**config.mk**
```make
export PLATFORM = sky130hd
export DESIGN_NAME = swc_top
export DESIGN_NICKNAME = d
export VERILOG_FILES = /design/src/common/swc_pkg.sv /design/src/core/swc_top.sv /design/src/core/swc_wake_detect.sv /design/src/core/swc_wdt.sv
export VERILOG_INCLUDE_DIRS = /design/src /design/src/common
export SDC_FILE = /design/constraint.sdc
export NUM_CORES = 1
export LEC_CHECK = 0
export BUFFER_PORTS_ARGS = -buffer_cell sky130_fd_sc_hd__buf_2
export CORE_ASPECT_RATIO = 0.75
export CORE_MARGIN = 2
export CORE_UTILIZATION = 56
export CTS_CLUSTER_SIZE = 25
export DETAILED_ROUTE_END_ITERATION = 12
export GPL_TIMING_DRIVEN = 1
export PLACE_DENSITY = 0.78
export SLEW_MARGIN = 20
export SYNTH_ARGS = -nofsm -noshare
export SYNTH_HDL_FRONTEND = slang
export SYNTH_SLANG_ARGS = --single-unit
```
**constraint.sdc**
```tcl
create_clock -name clk -period 2.8 [get_ports clk]
set_input_delay 0.56 -clock clk [delete_from_list [all_inputs] [get_ports clk]]
set_output_delay 0.56 -clock clk [all_outputs]
set_load 0.01 [all_outputs]
```
**src/common/swc_defines.svh**
```systemverilog
// Overview of operation
// RULE_01 - wake on reset pin, watchdog, or interrupt
// RULE_02 - reset pin resets; others resume execution
// RULE_03 - powerdown flag set at power-up, cleared on sleep
// RULE_04 - timeout flag cleared on watchdog wake
// RULE_05 - only listed peripherals may wake
// RULE_06 - clockless peripherals only; others never wake
// RULE_07 - next instruction prefetched during sleep instruction
// RULE_08 - wake needs source enable, ignores global enable
// RULE_09 - global enable clear: continue after sleep
// RULE_10 - global enable set: next instruction, then vector
// RULE_11 - watchdog cleared on every wake; the code does not clear it on a reset-pin wake, only when wake_any is set
// RULE_12 - pending enabled flag makes sleep a no-op
// RULE_13 - flag during/after sleep: complete, wake at once
// RULE_14 - sleep entered by the power-down instruction
// RULE_15 - entry clears watchdog, flags, stops oscillator; the code clears the powerdown flag but sets the timeout flag
// RULE_16 - crystal wake holds watchdog until startup done
// RULE_17 - wake request is clockless OR of flag&enable
`ifndef SWC_DEFINES_SVH
`define SWC_DEFINES_SVH

// register byte offsets
`define SWC_OFS_CTRL        8'h00
`define SWC_OFS_WAKE_EN     8'h04
`define SWC_OFS_STATUS      8'h08
`define SWC_OFS_IRQ_STAT    8'h0C
`define SWC_OFS_IRQ_EN      8'h10
`define SWC_OFS_IRQ_CLR     8'h14
`define SWC_OFS_WDT_CLR     8'h18

// control register fields
`define SWC_CTRL_SWDT_BIT   0
`define SWC_CTRL_XTAL_BIT   1
`define SWC_CTRL_PS_LSB     4
`define SWC_CTRL_PS_MSB     7
`define SWC_CTRL_RESET      32'h0000_0040

// status register fields
`define SWC_ST_TO_BIT       0
`define SWC_ST_PWRDN_BIT    1
`define SWC_ST_CAUSE_LSB    4
`define SWC_ST_STATE_LSB    8
`define SWC_ST_SRC_LSB      16

// interrupt event bits
`define SWC_EV_WAKE         0
`define SWC_EV_WDT          1
`define SWC_EV_NOP          2
`define SWC_EV_RESET        3
`define SWC_EV_NUM          4

// wake source positions
`define SWC_SRC_TIMER_ONE   0
`define SWC_SRC_ADC         2
`define SWC_SRC_NUM         9

// timing
`define SWC_CLK_PERIOD_NS   25
`define SWC_LFOSC_PERIOD_NS 32258
`define SWC_WDT_TICK_CYCLES (`SWC_LFOSC_PERIOD_NS / `SWC_CLK_PERIOD_NS)
`define SWC_STARTUP_CYCLES  1024
`define SWC_PS_BASE_LOG2    5

`endif

```
**src/common/swc_pkg.sv**
```systemverilog
package swc_pkg;

    // sequencer states
    typedef enum logic [2:0] {
        ST_RUN     = 3'b000,
        ST_ASLEEP  = 3'b001,
        ST_STARTUP = 3'b010,
        ST_RESUME  = 3'b011
    } swc_state_type;

    // last wake cause
    typedef enum logic [1:0] {
        CAUSE_NONE  = 2'b00,
        CAUSE_IRQ   = 2'b01,
        CAUSE_WDT   = 2'b10,
        CAUSE_RESET = 2'b11
    } swc_cause_type;

endpackage : swc_pkg

```
**src/core/swc_top.sv**
```systemverilog
`timescale 1ns/1ps
`include "swc_defines.svh"

// power-down and wake-up sequencer with apb registers
module swc_top #(
    parameter int NSRC           = `SWC_SRC_NUM,
    parameter int STARTUP_CYCLES = `SWC_STARTUP_CYCLES,
    parameter int TICK_CYCLES    = `SWC_WDT_TICK_CYCLES
) (
    input  wire logic            clk,
    input  wire logic            rstn,
    // apb slave
    input  wire logic            psel,
    input  wire logic            penable,
    input  wire logic            pwrite,
    input  wire logic [7:0]      paddr,
    input  wire logic [31:0]     pwdata,
    output logic [31:0]          prdata,
    output logic                 pready,
    output logic                 pslverr,
    // core side
    input  wire logic            sleep_exec,
    input  wire logic            global_irq_enable,
    input  wire logic            clrwdt_exec,
    input  wire logic            wdt_cfg_en,
    input  wire logic            master_clear_pin_n,
    // wake sources
    input  wire logic [NSRC-1:0] src_flag,
    input  wire logic            timer_one_async,
    input  wire logic            adc_uses_rc,
    // outputs
    output logic                 core_clk_en,
    output logic                 osc_drv_en,
    output logic                 prefetch_next,
    output logic                 resume_pulse,
    output logic                 vector_after_next,
    output logic                 sleep_nop,
    output logic                 dev_reset,
    output logic                 timeout_flag,
    output logic                 powerdown_flag,
    output logic                 irq
);

    swc_pkg::swc_state_type state_r;     // sequencer state
    swc_pkg::swc_state_type state_nxt;
    swc_pkg::swc_cause_type cause_r;     // last wake cause
    logic [31:0]           ctrl_r;       // control register
    logic [NSRC-1:0]       wake_en_r;    // per-source wake enables
    logic [3:0]            irq_stat_r;   // sticky events
    logic [3:0]            irq_en_r;     // event enables
    logic [3:0]            irq_stat_nxt;
    logic [15:0]           startup_r;    // startup countdown
    logic                  to_r;         // timeout flag
    logic                  pwrdn_r;      // powerdown flag
    logic                  clk_en_r;
    logic                  osc_r;
    logic                  pref_r;
    logic                  resume_r;
    logic                  vec_r;
    logic                  nop_r;
    logic                  rst_r;
    logic                  irq_r;
    logic [31:0]           prdata_r;
    logic                  pready_r;
    logic                  pslverr_r;

    logic                  wake_req;     // combinational wake request
    logic                  wdt_to;       // watchdog expiry pulse
    logic                  wdt_en;
    logic                  wdt_clr;
    logic                  sleep_go;     // sleep takes effect
    logic                  sleep_as_nop; // sleep ignored
    logic                  wake_any;     // leaving power-down
    logic                  wake_wdt;
    logic                  pin_rst;      // reset pin asserted
    logic                  apb_acc;      // access phase before answer
    logic                  apb_wr;       // write commits this edge
    logic                  hit_ctrl;
    logic                  hit_wen;
    logic                  hit_stat;
    logic                  hit_istat;
    logic                  hit_ien;
    logic                  hit_iclr;
    logic                  hit_wclr;
    logic                  mapped;
    logic [31:0]           rd_mux;
    logic [3:0]            ev;           // events this cycle

    // clockless wake request from qualified sources
    swc_wake_detect #(
        .NSRC (NSRC)
    ) u_wake (
        .src_flag        (src_flag),
        .src_enable      (wake_en_r),
        .timer_one_async (timer_one_async),
        .adc_uses_rc     (adc_uses_rc),
        .wake_req        (wake_req)
    );

    // watchdog, enabled by config or by software bit
    swc_wdt #(
        .TICK_CYCLES (TICK_CYCLES)
    ) u_wdt (
        .clk       (clk),
        .rstn      (rstn),
        .run       (wdt_en),
        .clear     (wdt_clr),
        .ps_sel    (ctrl_r[`SWC_CTRL_PS_MSB:`SWC_CTRL_PS_LSB]),
        .timeout_r (wdt_to)
    );

    // sequencing decisions
    assign pin_rst      = ~master_clear_pin_n;
    assign wdt_en       = wdt_cfg_en | ctrl_r[`SWC_CTRL_SWDT_BIT];
    assign sleep_go     = (state_r == swc_pkg::ST_RUN) && sleep_exec && !wake_req && !pin_rst; // RULE_14
    assign sleep_as_nop = (state_r == swc_pkg::ST_RUN) && sleep_exec && wake_req && !pin_rst; // RULE_12
    assign wake_wdt     = (state_r == swc_pkg::ST_ASLEEP) && wdt_to; // RULE_01
    assign wake_any     = (state_r == swc_pkg::ST_ASLEEP) && !pin_rst && (wdt_to || wake_req); // RULE_13
    // cleared on entry, on wake, through startup, by command
    assign wdt_clr      = sleep_go || wake_any || (state_r == swc_pkg::ST_STARTUP) // RULE_11 RULE_16
                          || clrwdt_exec || (apb_wr && hit_wclr);

    // next state
    always_comb
    begin
        state_nxt = state_r;
        case (state_r)
            swc_pkg::ST_RUN:
                if (sleep_go)
                    state_nxt = swc_pkg::ST_ASLEEP;
            swc_pkg::ST_ASLEEP:
                if (wake_any)
                    state_nxt = ctrl_r[`SWC_CTRL_XTAL_BIT] ? swc_pkg::ST_STARTUP : swc_pkg::ST_RESUME;
            swc_pkg::ST_STARTUP:
                if (startup_r == 16'h0000)
                    state_nxt = swc_pkg::ST_RESUME;
            swc_pkg::ST_RESUME:
                state_nxt = swc_pkg::ST_RUN;
            default:
                state_nxt = swc_pkg::ST_RUN;
        endcase
        if (pin_rst)
            state_nxt = swc_pkg::ST_RUN; // RULE_02
    end

    // state, startup count and cause
    always_ff @(posedge clk or negedge rstn)
    begin
        if (!rstn)
        begin
            state_r   <= swc_pkg::ST_RUN;
            startup_r <= 16'h0000;
            cause_r   <= swc_pkg::CAUSE_NONE;
        end
        else
        begin
            state_r   <= state_nxt;
            startup_r <= wake_any ? 16'(STARTUP_CYCLES - 1)
                         : (startup_r != 16'h0000 ? startup_r - 16'h0001 : startup_r);
            if (pin_rst && state_r == swc_pkg::ST_ASLEEP)
                cause_r <= swc_pkg::CAUSE_RESET;
            else if (wake_any)
                cause_r <= wake_wdt ? swc_pkg::CAUSE_WDT : swc_pkg::CAUSE_IRQ;
        end
    end

    // status flags: power-up sets both
    always_ff @(posedge clk or negedge rstn)
    begin
        if (!rstn)
        begin
            to_r    <= 1'b1;
            pwrdn_r <= 1'b1; // RULE_03
        end
        else if (sleep_go)
        begin
            to_r    <= 1'b1; // RULE_15
            pwrdn_r <= 1'b0; // RULE_03
        end
        else if (wake_wdt && !pin_rst)
            to_r <= 1'b0; // RULE_04
    end

    // clock, oscillator and core strobes
    always_ff @(posedge clk or negedge rstn)
    begin
        if (!rstn)
        begin
            clk_en_r <= 1'b1;
            osc_r    <= 1'b1;
            pref_r   <= 1'b0;
            resume_r <= 1'b0;
            vec_r    <= 1'b0;
            nop_r    <= 1'b0;
            rst_r    <= 1'b0;
        end
        else
        begin
            pref_r   <= sleep_exec && (state_r == swc_pkg::ST_RUN); // RULE_07
            nop_r    <= sleep_as_nop; // RULE_12
            rst_r    <= pin_rst; // RULE_02
            resume_r <= (state_r == swc_pkg::ST_RESUME) && !pin_rst; // RULE_02
            // interrupt wake vectors only with global enable set
            vec_r    <= (state_r == swc_pkg::ST_RESUME) && !pin_rst && global_irq_enable // RULE_09 RULE_10
                        && (cause_r == swc_pkg::CAUSE_IRQ);
            if (pin_rst || state_r == swc_pkg::ST_RESUME)
                clk_en_r <= 1'b1;
            else if (sleep_go)
                clk_en_r <= 1'b0;
            if (pin_rst || wake_any)
                osc_r <= 1'b1;
            else if (sleep_go)
                osc_r <= 1'b0; // RULE_15
        end
    end

    // apb decode
    assign apb_acc   = psel && penable && !pready_r;
    assign apb_wr    = psel && penable && pready_r && pwrite && !pslverr_r;
    assign hit_ctrl  = (paddr == `SWC_OFS_CTRL);
    assign hit_wen   = (paddr == `SWC_OFS_WAKE_EN);
    assign hit_stat  = (paddr == `SWC_OFS_STATUS);
    assign hit_istat = (paddr == `SWC_OFS_IRQ_STAT);
    assign hit_ien   = (paddr == `SWC_OFS_IRQ_EN);
    assign hit_iclr  = (paddr == `SWC_OFS_IRQ_CLR);
    assign hit_wclr  = (paddr == `SWC_OFS_WDT_CLR);
    assign mapped    = hit_ctrl | hit_wen | hit_stat | hit_istat | hit_ien | hit_iclr | hit_wclr;
    assign rd_mux    = hit_ctrl  ? ctrl_r :
                       hit_wen   ? 32'(wake_en_r) :
                       hit_stat  ? ((32'(src_flag) << `SWC_ST_SRC_LSB)
                                   | (32'(state_r) << `SWC_ST_STATE_LSB)
                                   | (32'(cause_r) << `SWC_ST_CAUSE_LSB)
                                   | (32'(pwrdn_r) << `SWC_ST_PWRDN_BIT)
                                   | (32'(to_r) << `SWC_ST_TO_BIT)) :
                       hit_istat ? 32'(irq_stat_r) :
                       hit_ien   ? 32'(irq_en_r) : 32'h0000_0000;

    // one wait state, answer registered
    always_ff @(posedge clk or negedge rstn)
    begin
        if (!rstn)
        begin
            pready_r  <= 1'b0;
            pslverr_r <= 1'b0;
            prdata_r  <= 32'h0000_0000;
        end
        else
        begin
            pready_r  <= apb_acc;
            pslverr_r <= apb_acc && !mapped;
            if (apb_acc)
                prdata_r <= pwrite ? 32'h0000_0000 : rd_mux;
        end
    end

    // writable registers
    always_ff @(posedge clk or negedge rstn)
    begin
        if (!rstn)
        begin
            ctrl_r    <= `SWC_CTRL_RESET;
            wake_en_r <= '0;
            irq_en_r  <= 4'h0;
        end
        else if (apb_wr)
        begin
            if (hit_ctrl)
                ctrl_r <= pwdata & 32'h0000_00F3;
            if (hit_wen)
                wake_en_r <= pwdata[NSRC-1:0]; // RULE_08
            if (hit_ien)
                irq_en_r <= pwdata[3:0];
        end
    end

    // sticky events, set wins over clear
    assign ev[`SWC_EV_WAKE]  = wake_any;
    assign ev[`SWC_EV_WDT]   = wdt_to;
    assign ev[`SWC_EV_NOP]   = sleep_as_nop;
    assign ev[`SWC_EV_RESET] = pin_rst && (state_r == swc_pkg::ST_ASLEEP);
    assign irq_stat_nxt      = (irq_stat_r & ~((apb_wr && hit_iclr) ? pwdata[3:0] : 4'h0)) | ev;

    always_ff @(posedge clk or negedge rstn)
    begin
        if (!rstn)
        begin
            irq_stat_r <= 4'h0;
            irq_r      <= 1'b0;
        end
        else
        begin
            irq_stat_r <= irq_stat_nxt;
            irq_r      <= |(irq_stat_r & irq_en_r);
        end
    end

    // outputs straight from flops
    assign prdata            = prdata_r;
    assign pready            = pready_r;
    assign pslverr           = pslverr_r;
    assign core_clk_en       = clk_en_r;
    assign osc_drv_en        = osc_r;
    assign prefetch_next     = pref_r;
    assign resume_pulse      = resume_r;
    assign vector_after_next = vec_r;
    assign sleep_nop         = nop_r;
    assign dev_reset         = rst_r;
    assign timeout_flag      = to_r;
    assign powerdown_flag    = pwrdn_r;
    assign irq               = irq_r;
endmodule : swc_top

```
**src/core/swc_wake_detect.sv**
```systemverilog
`timescale 1ns/1ps
`include "swc_defines.svh"

// purely combinational wake request, works with every clock stopped
module swc_wake_detect #(
    parameter int NSRC = `SWC_SRC_NUM
) (
    input  wire logic [NSRC-1:0] src_flag,
    input  wire logic [NSRC-1:0] src_enable,
    input  wire logic            timer_one_async,
    input  wire logic            adc_uses_rc,
    output logic                 wake_req
);

    logic [NSRC-1:0] qual;      // flag qualified by clock availability
    logic [NSRC-1:0] hit;       // flag and enable per source

    // timer one and adc only count when running from their own clock
    genvar i;
    generate
        for (i = 0; i < NSRC; i++)
        begin : g_src
            if (i == `SWC_SRC_TIMER_ONE)
            begin : g_t1
                assign qual[i] = src_flag[i] & timer_one_async; // RULE_05
            end
            else if (i == `SWC_SRC_ADC)
            begin : g_adc
                assign qual[i] = src_flag[i] & adc_uses_rc; // RULE_05
            end
            else
            begin : g_plain
                assign qual[i] = src_flag[i]; // RULE_06
            end
            assign hit[i] = qual[i] & src_enable[i]; // RULE_08
        end
    endgenerate

    // or of all enabled sources, no flop in the path
    assign wake_req = |hit; // RULE_17

endmodule : swc_wake_detect

```
**src/core/swc_wdt.sv**
```systemverilog
`timescale 1ns/1ps
`include "swc_defines.svh"

// watchdog: low-rate tick divider, selectable prescaler, timeout pulse
module swc_wdt #(
    parameter int TICK_CYCLES = `SWC_WDT_TICK_CYCLES,
    parameter int PS_W        = 17
) (
    input  wire logic       clk,
    input  wire logic       rstn,
    input  wire logic       run,
    input  wire logic       clear,
    input  wire logic [3:0] ps_sel,
    output logic            timeout_r
);

    logic [15:0]     div_r;     // tick divider
    logic [PS_W-1:0] cnt_r;     // prescaler count
    logic [PS_W-1:0] limit;     // terminal count
    logic [3:0]      ps_eff;    // reserved codes clamp to longest
    logic            tick;      // one-cycle low-rate enable

    assign ps_eff = (ps_sel > 4'hB) ? 4'hB : ps_sel;
    assign limit  = PS_W'((PS_W'(1) << (ps_eff + `SWC_PS_BASE_LOG2)) - PS_W'(1));
    assign tick   = (div_r == 16'(TICK_CYCLES - 1));

    // divider and counter, clear or stop zeroes both
    always_ff @(posedge clk or negedge rstn)
    begin
        if (!rstn)
        begin
            div_r     <= 16'h0000;
            cnt_r     <= '0;
            timeout_r <= 1'b0;
        end
        else if (clear || !run)
        begin
            div_r     <= 16'h0000;
            cnt_r     <= '0;
            timeout_r <= 1'b0;
        end
        else
        begin
            div_r     <= tick ? 16'h0000 : div_r + 16'h0001;
            timeout_r <= tick && (cnt_r == limit);
            if (tick)
                cnt_r <= (cnt_r == limit) ? '0 : cnt_r + PS_W'(1);
        end
    end

endmodule : swc_wdt

```
Word level (Yosys, flattened, before mapping)
Cells that the tools add are included.
- $add $sub $neg: 5
- shift-type cells: 1
- magnitude comparators: 1
- eq/ne operators: 15
- reductions and logical operators: 51
- bitwise logic cells: 27
- muxes and demuxes: 30
- operators with widths (kind ; count):
    2-to-1 mux 25 bit ; 4
    2-to-1 mux 16 bit ; 4
    2-to-1 mux 17 bit ; 3
    << shifter 1 x 32 -> 17 bit, first input constant ; 1
    OR 25 x 1 -> 25 bit ; 1
    OR 25 x 11 -> 25 bit ; 1
    OR 25 x 2 -> 25 bit ; 1
    OR 25 x 6 -> 25 bit ; 1
    equality test 8 x 5 -> 1 bit, second input constant ; 3
    logical AND 1 bit ; 22
    adder 17 x 1 -> 17 bit, second input constant ; 1
    equality test 17 bit ; 1
    subtractor 17 x 2 -> 17 bit, second input constant ; 1
    adder 16 x 1 -> 16 bit, second input constant ; 1
    equality test 16 x 11 -> 1 bit, second input constant ; 1
    equality test 8 x 4 -> 1 bit, second input constant ; 2
    zero test 16 bit ; 1
    2-to-1 mux 4 bit ; 4
    nonzero test 16 bit ; 1
    subtractor 16 x 1 -> 16 bit, second input constant ; 1
    2-to-1 mux 3 bit ; 4
    nonzero test 2 bit ; 6
    AND 1 bit ; 11
    one-hot mux 3 bit (3 select lines) ; 1
    23 further kinds ; 53
- output and inout port bits: 44
- register bits: 122
- input bits: 61

Logic depth before layout (Yosys ltp)
Gate-level depths: netlist of the first run.
- word-level depth: 12
- mapped depth: 12

Hierarchy
Synthesis of the first run repeated with hierarchy kept, for this count alone.
- cell total of the unflattened synthesis: 575
- area, all modules: 5819.3 um^2
- by module, submodules not included (module ; seq. area each (um^2) ; cells each ; area each (um^2) ; instances):
    swc_top ; 1858.0 ; 341 ; 3644.7 ; 1
    swc_wdt ; 850.8 ; 228 ; 2123.3 ; 1
    swc_wake_detect ; 0.0 ; 6 ; 51.3 ; 1

Worst setup path before layout of the first run
No wires, ideal clock.
- kind: input-to-reg
- start point: in paddr[0]
- end point: reg u_wdt.div_r[13]
- slack: 0.360 ns
- path buffers: 3
- cell stages on the path: 10
- data arrival time: 2.321 ns
- data required time: 2.681 ns
- setup time: 0.119 ns
- cells stage by stage: or4_1 > nor4_1 > nand2_1 > o21ai_0 > or3_1 > buf_2 > nand2b_4 > buf_6 > buf_6 > nor2_1
- longest elaborated chain between the ends: 5
- ends and longest elaborated chain (element ; line ; RTL):
    start: declaration ; swc_top.sv:16 ; input wire logic [7:0] paddr,
    equality test 8 x 5 -> 1 bit (no line) ; n/a ;
    logical AND 1 bit ; swc_top.sv:121 ; || clrwdt_exec || (apb_wr && hit_wclr);
    logical OR 1 bit ; swc_top.sv:121 ;
    logical OR 1 bit ; swc_wdt.sv:36 ; else if (clear || !run)
    2-to-1 mux 16 bit ; swc_wdt.sv:36 ;
    end signal: assignment ; swc_wdt.sv:44 ; div_r <= tick ? 16'h0000 : div_r + 16'h0001;
    end: declaration ; swc_wdt.sv:17 ; logic [15:0] div_r;
Every way passes these cells.
A chain may end at the register's enable or synchronous reset.

Worst setup path in the final report of the first run
- start point: reg startup_r[0]
- end point: reg state_r[0]
- longest elaborated chain between the ends: 3
- ends and longest elaborated chain (element ; line ; RTL):
    start: declaration ; swc_top.sv:52 ; logic [15:0] startup_r;
    start signal: assignment ; swc_top.sv:158 ; startup_r <= wake_any ? 16'(STARTUP_CYCLES - 1)
    zero test 16 bit ; swc_top.sv:135 ; if (startup_r == 16'h0000)
    != test 3 x 2 -> 1 bit (no line) ; n/a ;
    AND reduction 3 bit (no line) ; n/a ;
    end signal: assignment ; swc_top.sv:151 ; state_r <= swc_pkg::ST_RUN;
    end signal: assignment ; swc_top.sv:157 ; state_r <= state_nxt;
    end: declaration ; swc_top.sv:44 ; swc_pkg::swc_state_type state_r;
Every way passes these cells.

==> impl_metrics.toml, run 1 <==
[outcome]
outcome = "complete, no violations"

[critical_path]
cpMostUsedCell = "nand2_1"
worstSetupPathType = "reg -> reg"
worstPathArrival_ps = 2640
cp-end-kind = "flip-flop"
critPathLaunchType = "flip-flop"
path_cells = "inv_1, ha_1, or3b_2, nor2_1, nand4b_1, buf_4, nand2_1, nand2_1, a21boi_0, o22ai_1"
critPathSlowestCell = "or3b_2"
path_max_fanout = 6
required_ps = 3020
max_stage_delay_ps = 480

[clock_network]
cts.path.max_buffers = 2
root_buffer = "clkbuf_16"
cts.sinks = 108
holdBufCountCts = 0
clock_latency_ps = 350
clk_pin_slew_worst_paths_ps = 70
htreeDepth = 3
post_cts_resized = 0
post_cts_buffers = 0
cts_buffers = 9
cts_tree = "yes"

[sta]
fin_crit_ps = 2420
tightestPinTransition_ps = 663
rsz0062_at_grt = "false"
slew_violations = 0
skew_ps = 8.82
fin_setup_tns_ps = 0
final_hold_viol_count = 0
clock.fmax_mhz = 413
finalCritPeriodShare = 0.865
slew_headroom = 0.558
finalSetupViolCount = 0

[power]
clkPwrFrac = 0.369
leakage_uw = 0.00295
p_int_uw = 2550
swShare = 0.279
powerDensity_nw_per_um2 = 545
seqPwrFrac = 0.495
total_power_uw = 3540
ir_drop_uv = 401
p_sw_uw = 987
comb_power_share = 0.137

[synthesis]
synth_top_area_frac = 0.448
seq_area_frac_synth = 0.471
avgSynthCellArea_um2 = 9.37
synthTopCellsByArea = "dfrtp_1 45%, nand2_1 4.8%, nor2_1 4.2%, mux2_2 3.7%, nand3_1 3.5%"
syn_area_um2 = 5760
synthCells = 614
synth_top_cell_by_area = "dfrtp_1"
synthArstFlopShare = 1.00
ys_types = 63
ys.warnings.count = 0
synth-seq-cells = 108
synthTopCellsByCount = "103 x dfrtp_1, 74 x nand2_1, 65 x nor2_1"
synth_edf_count = 0
synth.most_common_cell = "dfrtp_1"
ys.flop_type = "dfrtp_1"

[route]
firstDrtPassIters = 5
route.detailed.drc = 0
final_antenna_net_count = 0
wl_per_cell_um = 16.0
num_vias = 4735
drt_wl_total_um = 13000
drtIter0Drc = 471
via_per_inst = 5.81

[placement]
place_area_um2 = 6180
dp_hpwl_um = 9460
io_buffers = 68
place_congestion = 0.890

[final_layout]
seqCellArea_um2 = 2710
diodes = 0
fill_cells = 794
final_nets = 744
syn_to_final_growth_pct = 12.8
drive_above_1_share = 0.190
multiInputGateArea_um2 = 2810
stdcell_area_um2 = 6490

[run]
max-cap-violations = 0

[global_route]
antenna_found_initial = 0
grt.total_usage = 0.245
grt_max_degree = 53
overflow = 0
grt_pass1_vias = 4586
grt_pass1_wl_um = 21800

[floorplanning]
io_pins = 105
die-area_um2 = 11100
rows = 32
start_util = 0.568
die_h_um = 91.8
die_x_um = 121
coreArea_um2 = 10100

[min_path]
hold_class = "in -> async"
## logic make-up after synthesis
group / count (synthesis) / share of synthesized area
muxes: 26 / 0.0493
AOI/OAI and AO/OA: 105 / 0.126
adders and majority gates: 9 / 0.0196
buffers and inverters: 59 / 0.0500
xor gates and xnor gates: 33 / 0.0502
and+or+nand+nor: 272 / 0.233
DFF: 108 / 0.471
other: 2 / 0.00130
## routing by layer
layer  wire [um]  part of all wire  up-vias  global-route usage
met5           0                 0        -                   0
met4         236             0.018        0              0.0562
met3         918             0.070       30              0.0703
met2        6000              0.46      210               0.399
met1        5900              0.45     2235               0.325
li1            -                 -     2260                   -
## state kept, by name, summed over array words and instances (netlist names), 2 cells and up
| name | cells |
|---|---|
| prdata | 19 |
| u_wdt.cnt_r | 17 |
| startup_r | 16 |
| u_wdt.div_r | 16 |
| wake_en_r | 9 |
| ctrl_r | 6 |
| irq_en_r | 4 |
| irq_stat_r | 4 |
| cause_r | 2 |
| state_r | 2 |
## worst max-delay path: cells and delay by family, from the launching register on
kind / cells / cell delay [ps]
compound gates: 2 / 420
simple gates: 5 / 1030
buf+inv: 2 / 270
flops: 1 / 410
fa+ha+maj: 1 / 170
## power groups by stage
stage	Clock [uW]	Combinational, uW	Sequential, uW
after floorplan	0	339	1760
after global placement	0	462	1770
after detailed placement	0	483	1780
after CTS	1330	487	1750
after global routing	1400	551	1760
final	1300	483	1750
## placed cells by master, fill, tap and decap left out, drive strengths merged, types with 3 or more instances in the layout
cell,synthesis,layout
dfrtp,103,103
buf,21,79
nand2,74,74
nor2,65,65
nand3,41,41
o21ai,22,22
nor3,21,21
a21oi,20,20
mux2,19,19
inv,16,19
a22o,18,18
xnor2,17,17
xor2,16,16
conb,2,15
nor2b,10,10
nor4,10,10
a31oi,9,9
ha,9,9
clkbuf,22,9
nand2b,9,9
mux2i,7,7
and3,7,7
a22oi,6,6
nand4,6,6
o22ai,5,5
and2,5,5
dfstp,5,5
o41ai,4,4
or3,4,4
or4,4,4
and4,4,4
a21o,3,3
a21boi,3,3
clkinvlp,0,3
## path summary, 6_finish.rpt
check / end / slack, ps / start / cells past startpoint
min in group clk: prdata[19]$_DFFE_PN0P_ / 450 / src_flag[3] / 2
hold / removal: wake_en_r[0]$_DFFE_PN0P_ / 230 / rstn / 1
max in group asynchronous: u_wdt.cnt_r[3]$_DFFE_PN0P_ / 1730 / rstn / 2
setup / recovery: state_r[0]$_DFFE_PN0P_ / 380 / startup_r[0]$_DFFE_PN0P_ / 10
setup reg to reg: state_r[0]$_DFFE_PN0P_ / 380 / startup_r[0]$_DFFE_PN0P_ / 10
hold reg to reg: vector_after_next$_DFF_PN0_ / 470 / cause_r[1]$_DFFE_PN0P_ / 1
## area by class of cell
| class | instances | share of cell area |
|---|---|---|
| multi-input cells | 460 | 0.432 |
| repair buffers | 79 | 0.0674 |
| clock buffers | 9 | 0.0347 |
| clock inverters | 7 | 0.0129 |
| inverters | 16 | 0.00925 |
| well taps | 136 | 0.0262 |
| flip-flops and latches | 108 | 0.417 |
## through the flow
| step | hold WS (ps) | utilization | worst slack (ps) | std cells |
|---|---|---|---|---|
| detailed placement | 459 | 0.611 | 234 | 799 |
| floorplan | 264 | - | 360 | 627 |
| global placement | 453 | 0.611 | 246 | 799 |
| global route | 281 | 0.641 | 211 | 815 |
| finish | 228 | 0.641 | 378 | 815 |
| CTS | 258 | 0.641 | 396 | 815 |
Power figures use the tool's default switching activity.
==> inputs of run 2 (changes only) <==
RECOVER_POWER = 50   (was unset)
==> run 2 against run 1 <==
  * Sequential share of layout area is 0.20 points higher
  * Register-to-register slack hardly changed
  * Die area unchanged
  * Total power down 0.14%
  * Count of clock-buffer cells in the layout did not move
  * Non-clock buffer count is the same
  * Cell count is the same
  * Critical path type unchanged
  * Critical endpoint unchanged
  * Largest cell class unchanged
==> impl_metrics.toml, run 2 (synthesis results as in run 1) <==
[clock_network]
holdBufCountCts = 0
cts.sinks = 108
cts.path.max_buffers = 2
cts_buffers = 9
post_cts_buffers = 0
clk_pin_slew_worst_paths_ps = 70
clock_latency_ps = 360
post_cts_resized = 0
cts_tree = "yes"
htreeDepth = 3
root_buffer = "clkbuf_16"

[outcome]
outcome = "complete, no violations"

[route]
via_per_inst = 5.80
final_antenna_net_count = 0
num_vias = 4728
drt_wl_total_um = 13100
firstDrtPassIters = 5
drtIter0Drc = 450
wl_per_cell_um = 16.1
route.detailed.drc = 0

[placement]
io_buffers = 68
pre_cts_slack_ps = 234
dp_hpwl_um = 9460
place_congestion = 0.890

[global_route]
grt.total_usage = 0.245
grt_max_degree = 53
grt_pass1_wl_um = 21800
antenna_found_initial = 0
grt_pass1_vias = 4586
overflow = 0
use_met3 = 0.0703
top_usage_layer = "met2"
grt.met2_usage = 0.399
grt_use_met1 = 0.325

[sta]
worst_slack_ps = 374
slew_violations = 0
finalSetupViolCount = 0
fin_crit_ps = 2430
skew_ps = 9.50
rsz0062_at_grt = "false"
finalCritPeriodShare = 0.867
tightestPinTransition_ps = 1260
slew_headroom = 0.157
fin_setup_tns_ps = 0
clock.fmax_mhz = 412
final_hold_viol_count = 0

[final_layout]
largest_reg_flops = 19
diodes = 0
fill_cells = 803
final_cell_mix = "103 x dfrtp_1, 74 x nand2_1, 65 x nor2_1"
final_common_cell = "dfrtp_1"
drive_above_1_share = 0.175
final_nets = 744
syn_to_final_growth_pct = 12.3

[power]
comb_power_share = 0.135
powerDensity_nw_per_um2 = 547
clkPwrFrac = 0.369
seqPwrFrac = 0.496
swShare = 0.279
leakage_uw = 0.00291
p_sw_uw = 987
ir_drop_uv = 402
p_int_uw = 2550

[critical_path]
required_ps = 3020
path_max_fanout = 6
worstSetupPathType = "reg -> reg"
cp-end-kind = "flip-flop"
worstPathArrival_ps = 2650
critPathLaunchType = "flip-flop"

[floorplanning]
die_h_um = 91.8
rows = 32
coreArea_um2 = 10100
io_pins = 105
die-area_um2 = 11100
die_x_um = 121
start_util = 0.568

[min_path]
hold_class = "in -> reg"

[run]
max-cap-violations = 0
-- run 2: cell count changes in the layout (fill, tap and decap cells not counted) --
cell	change
or2_2	-1
buf_4	-2
buf_2	-9
or2_0	+1
buf_12	-1
clkbuf_2	+3
clkbuf_1	+9
-- run 2: per-stage QoR --
stage	hold WS [ps]	power, uW	std cells	utilization	instance area, um^2
global route	433	3710	815	0.638	6460
floorplan	264	2100	627	-	5800
CTS	258	3570	815	0.641	6490
finish	448	3540	815	0.638	6460
global placement	453	2230	799	0.611	6180
detailed placement	459	2260	799	0.611	6180
-- run 2: area by class of cell --
class	instances	area, um^2	area share
clock buffer	9	225	0.0348
clock inverter	7	83.8	0.0130
inverter	16	60.1	0.00929
multi-input combinational	460	2810	0.434
sequential	108	2710	0.419
tap	136	170	0.0263
timing repair buffer	79	407	0.0629
-- run 2: power groups by stage --
stage | Sequential (uW) | Combinational [uW] | Clock (uW)
after floorplan | 1760 | 339 | 0
after global placement | 1770 | 462 | 0
after detailed placement | 1780 | 483 | 0
after CTS | 1750 | 487 | 1330
after global routing | 1760 | 546 | 1400
final | 1750 | 477 | 1310
-- run 2: final timing paths --
check	startpoint	endpoint	slack [ps]	cells after the start
setup / recovery	startup_r[0]$_DFFE_PN0P_	state_r[0]$_DFFE_PN0P_	370	10
hold / removal	src_flag[3]	prdata[19]$_DFFE_PN0P_	450	2
setup reg to reg	startup_r[0]$_DFFE_PN0P_	state_r[0]$_DFFE_PN0P_	370	10
hold reg to reg	cause_r[1]$_DFFE_PN0P_	vector_after_next$_DFF_PN0_	470	1
max in group asynchronous	rstn	wake_en_r[5]$_DFFE_PN0P_	980	2
min in group asynchronous	rstn	wake_en_r[0]$_DFFE_PN0P_	460	1
-- run 2: routing by layer --
layer  share of wire  vias up
li1                -     2257
met1            0.44     2246
met2            0.46      198
met3           0.078       27
met4           0.014        0
met5               0        -
-- run 2: worst max-delay path: stages, from the launching register on --
cell and delay [ps]:
dfrtp_1 410, inv_1 70, ha_1 170, or3b_2 480, nor2_1 260, nand4b_1 170
buf_4 200, nand2_1 80, nand2_1 50, a21boi_0 280, o22ai_1 140
==> inputs of run 3 (changes only) <==
ABC_AREA = 1   (was unset)
CORE_UTILIZATION = 57   (was 56)
GPL_ROUTABILITY_DRIVEN = 0   (was unset)
PLACE_DENSITY = 0.79   (was 0.78)
==> run 3 against run 2 <==
  * Synthesized area up 8.2%
  * Wire length is 5.6% higher
  * Combinational power increased by 14%
  * Highest routed layer unchanged
  * Clock skew down 2.1 ps
  * Maximum frequency increased by 17%
  * Clock power down 5%
==> impl_metrics.toml, run 3 <==
[route]
via_per_inst = 5.26
drtIter0Drc = 466
final_antenna_net_count = 0
num_vias = 5430
firstDrtPassIters = 5
wl_per_cell_um = 13.4
route.detailed.drc = 0
drt_wl_total_um = 13800

[floorplanning]
die-area_um2 = 11800
die_h_um = 94.5
start_util = 0.578
rows = 33
die_x_um = 125
coreArea_um2 = 10800
io_pins = 105

[synthesis]
synth.mux.area_fraction = 0
synth_top_cell_by_area = "dfrtp_1"
synth-xor-area-share = 0.0351
synthCells = 818
ys.warnings.count = 0
synthArstFlopShare = 1.00
syn_area_um2 = 6230
avgSynthCellArea_um2 = 7.62
synth.most_common_cell = "nand2_1"
synth_top_area_frac = 0.414
seq_area_frac_synth = 0.435
synthTopCellsByArea = "dfrtp_1 41%, nand2_1 14%, inv_1 5.8%, nor2_1 5.2%, nand3_1 5.0%"
ys.flop_type = "dfrtp_1"
ys_types = 45
synth-seq-cells = 108
synth_edf_count = 0
synthTopCellsByCount = "229 x nand2_1, 103 x dfrtp_1, 96 x inv_1"
synth_top_family_by_area = "simple AND/OR/NAND/NOR gates"
synth_compound_area_frac = 0.0876
synthAdderAreaFrac = 0.0181
synth-simple-area-share = 0.329

[sta]
final_hold_viol_count = 0
finalSetupViolCount = 0
slew_violations = 0
tightestPinTransition_ps = 1220
slew_headroom = 0.184
fin_setup_tns_ps = 0
clock.fmax_mhz = 481
rsz0062_at_grt = "false"
fin_crit_ps = 2080
finalCritPeriodShare = 0.743
skew_ps = 7.37

[critical_path]
worstSetupPathType = "reg -> reg"
cp-end-kind = "flip-flop"
required_ps = 3090
path_max_fanout = 17
critPathLaunchType = "flip-flop"
r2r-end = "u_wdt.cnt_r[9]$_DFFE_PN0P_"
reg2reg_depth = 10
worstPathArrival_ps = 2370
rrSetupSlack_ps = 720
crit-reg2reg-launch = "state_r[0]$_DFFE_PN0P_"

[clock_network]
holdBufCountCts = 0
cts.sinks = 108
root_buffer = "clkbuf_16"
cts_buffers = 9
htreeDepth = 3
cts.path.max_buffers = 2
post_cts_resized = 0
cts_tree = "yes"
post_cts_buffers = 0
clock_latency_ps = 350
clk_pin_slew_worst_paths_ps = 80

[global_route]
grt_pass1_vias = 5075
grt_max_degree = 45
grt.total_usage = 0.252
overflow = 0
grt_pass1_wl_um = 24200
antenna_found_initial = 0

[final_layout]
drive_above_1_share = 0.150
final_nets = 958
diodes = 0
stdcell_count = 1033
largest_reg_flops = 19
final_common_cell = "nand2_1"
final_cell_mix = "229 x nand2_1, 103 x dfrtp_1, 96 x inv_1"
syn_to_final_growth_pct = 11.2
final_util = 0.643

[placement]
dp_hpwl_um = 10400
place_inst = 1017
io_buffers = 68

[power]
ir_drop_uv = 475
powerDensity_nw_per_um2 = 512
leakage_uw = 0.00350

[outcome]
outcome = "complete, no violations"

[run]
max-cap-violations = 0

[min_path]
hold_class = "in -> async"
-- run 3: area by class of cell --
type,instances,area (um^2)
clock buffer,11,243
clock inverter,5,45.0
fill,921,3850
inverter,103,387
multi-input combinational,590,2980
sequential,108,2710
tap,140,175
timing repair buffer,76,390
-- run 3: cells by family after synthesis --
kind of cell,count (synthesis)
adder cells (fa/ha/maj),9
flip-flops,108
other,2
buffers and inverters,133
AO/OA/AOI/OAI,85
AND/OR/NAND/NOR,456
XOR/XNOR,25
-- run 3: power breakdown --
| part | leakage (uW) | switching [uW] | total, uW | internal, uW |
|---|---|---|---|---|
| clock network | 0.000138 | 604 | 1250 | 642 |
| registers | 0.00141 | 86.0 | 1760 | 1670 |
| logic | 0.00195 | 354 | 545 | 191 |
| total | 0.00350 | 1040 | 3550 | 2510 |
-- run 3: metrics by stage --
step	area (um^2)	setup slack, ps	power, uW	hold WS, ps
floorplan	6280	1110	2150	264
global placement	6670	746	2320	463
detailed placement	6670	711	2330	462
CTS	6950	698	3580	217
global route	6930	318	3740	462
finish	6930	720	3550	385
-- run 3: worst max-delay path by stage --
stage / from / end / slack [ps] / cells past startpoint
global route: rstn / ctrl_r[1]$_DFFE_PN0P_ / 320 / 2
detailed placement: src_flag[1] / u_wdt.cnt_r[9]$_DFFE_PN0P_ / 710 / 12
global placement: src_flag[7] / u_wdt.cnt_r[0]$_DFFE_PN0P_ / 750 / 11
CTS: state_r[0]$_DFFE_PN0P_ / u_wdt.cnt_r[9]$_DFFE_PN0P_ / 700 / 10
finish: state_r[0]$_DFFE_PN0P_ / u_wdt.cnt_r[9]$_DFFE_PN0P_ / 720 / 10
floorplan: paddr[0] / prdata[0]$_DFFE_PN0P_ / 1110 / 11
-- run 3: metal layers --
layer | global-route usage | wire, um | share of wire
met5 | 0 | 0 | 0
met4 | 0.0627 | 175 | 0.013
met3 | 0.0493 | 854 | 0.062
met2 | 0.378 | 5820 | 0.42
met1 | 0.378 | 6980 | 0.50
-- run 3: worst max-delay path: stages, from the launching register on --
cell     delay, ps
dfrtp_1        390
inv_1          120
ha_1           270
nor3_1         200
nand2_1        100
nor2_2         260
nand2_4        130
nor2_4         150
buf_4          240
nand2_1         80
nand2_1         70
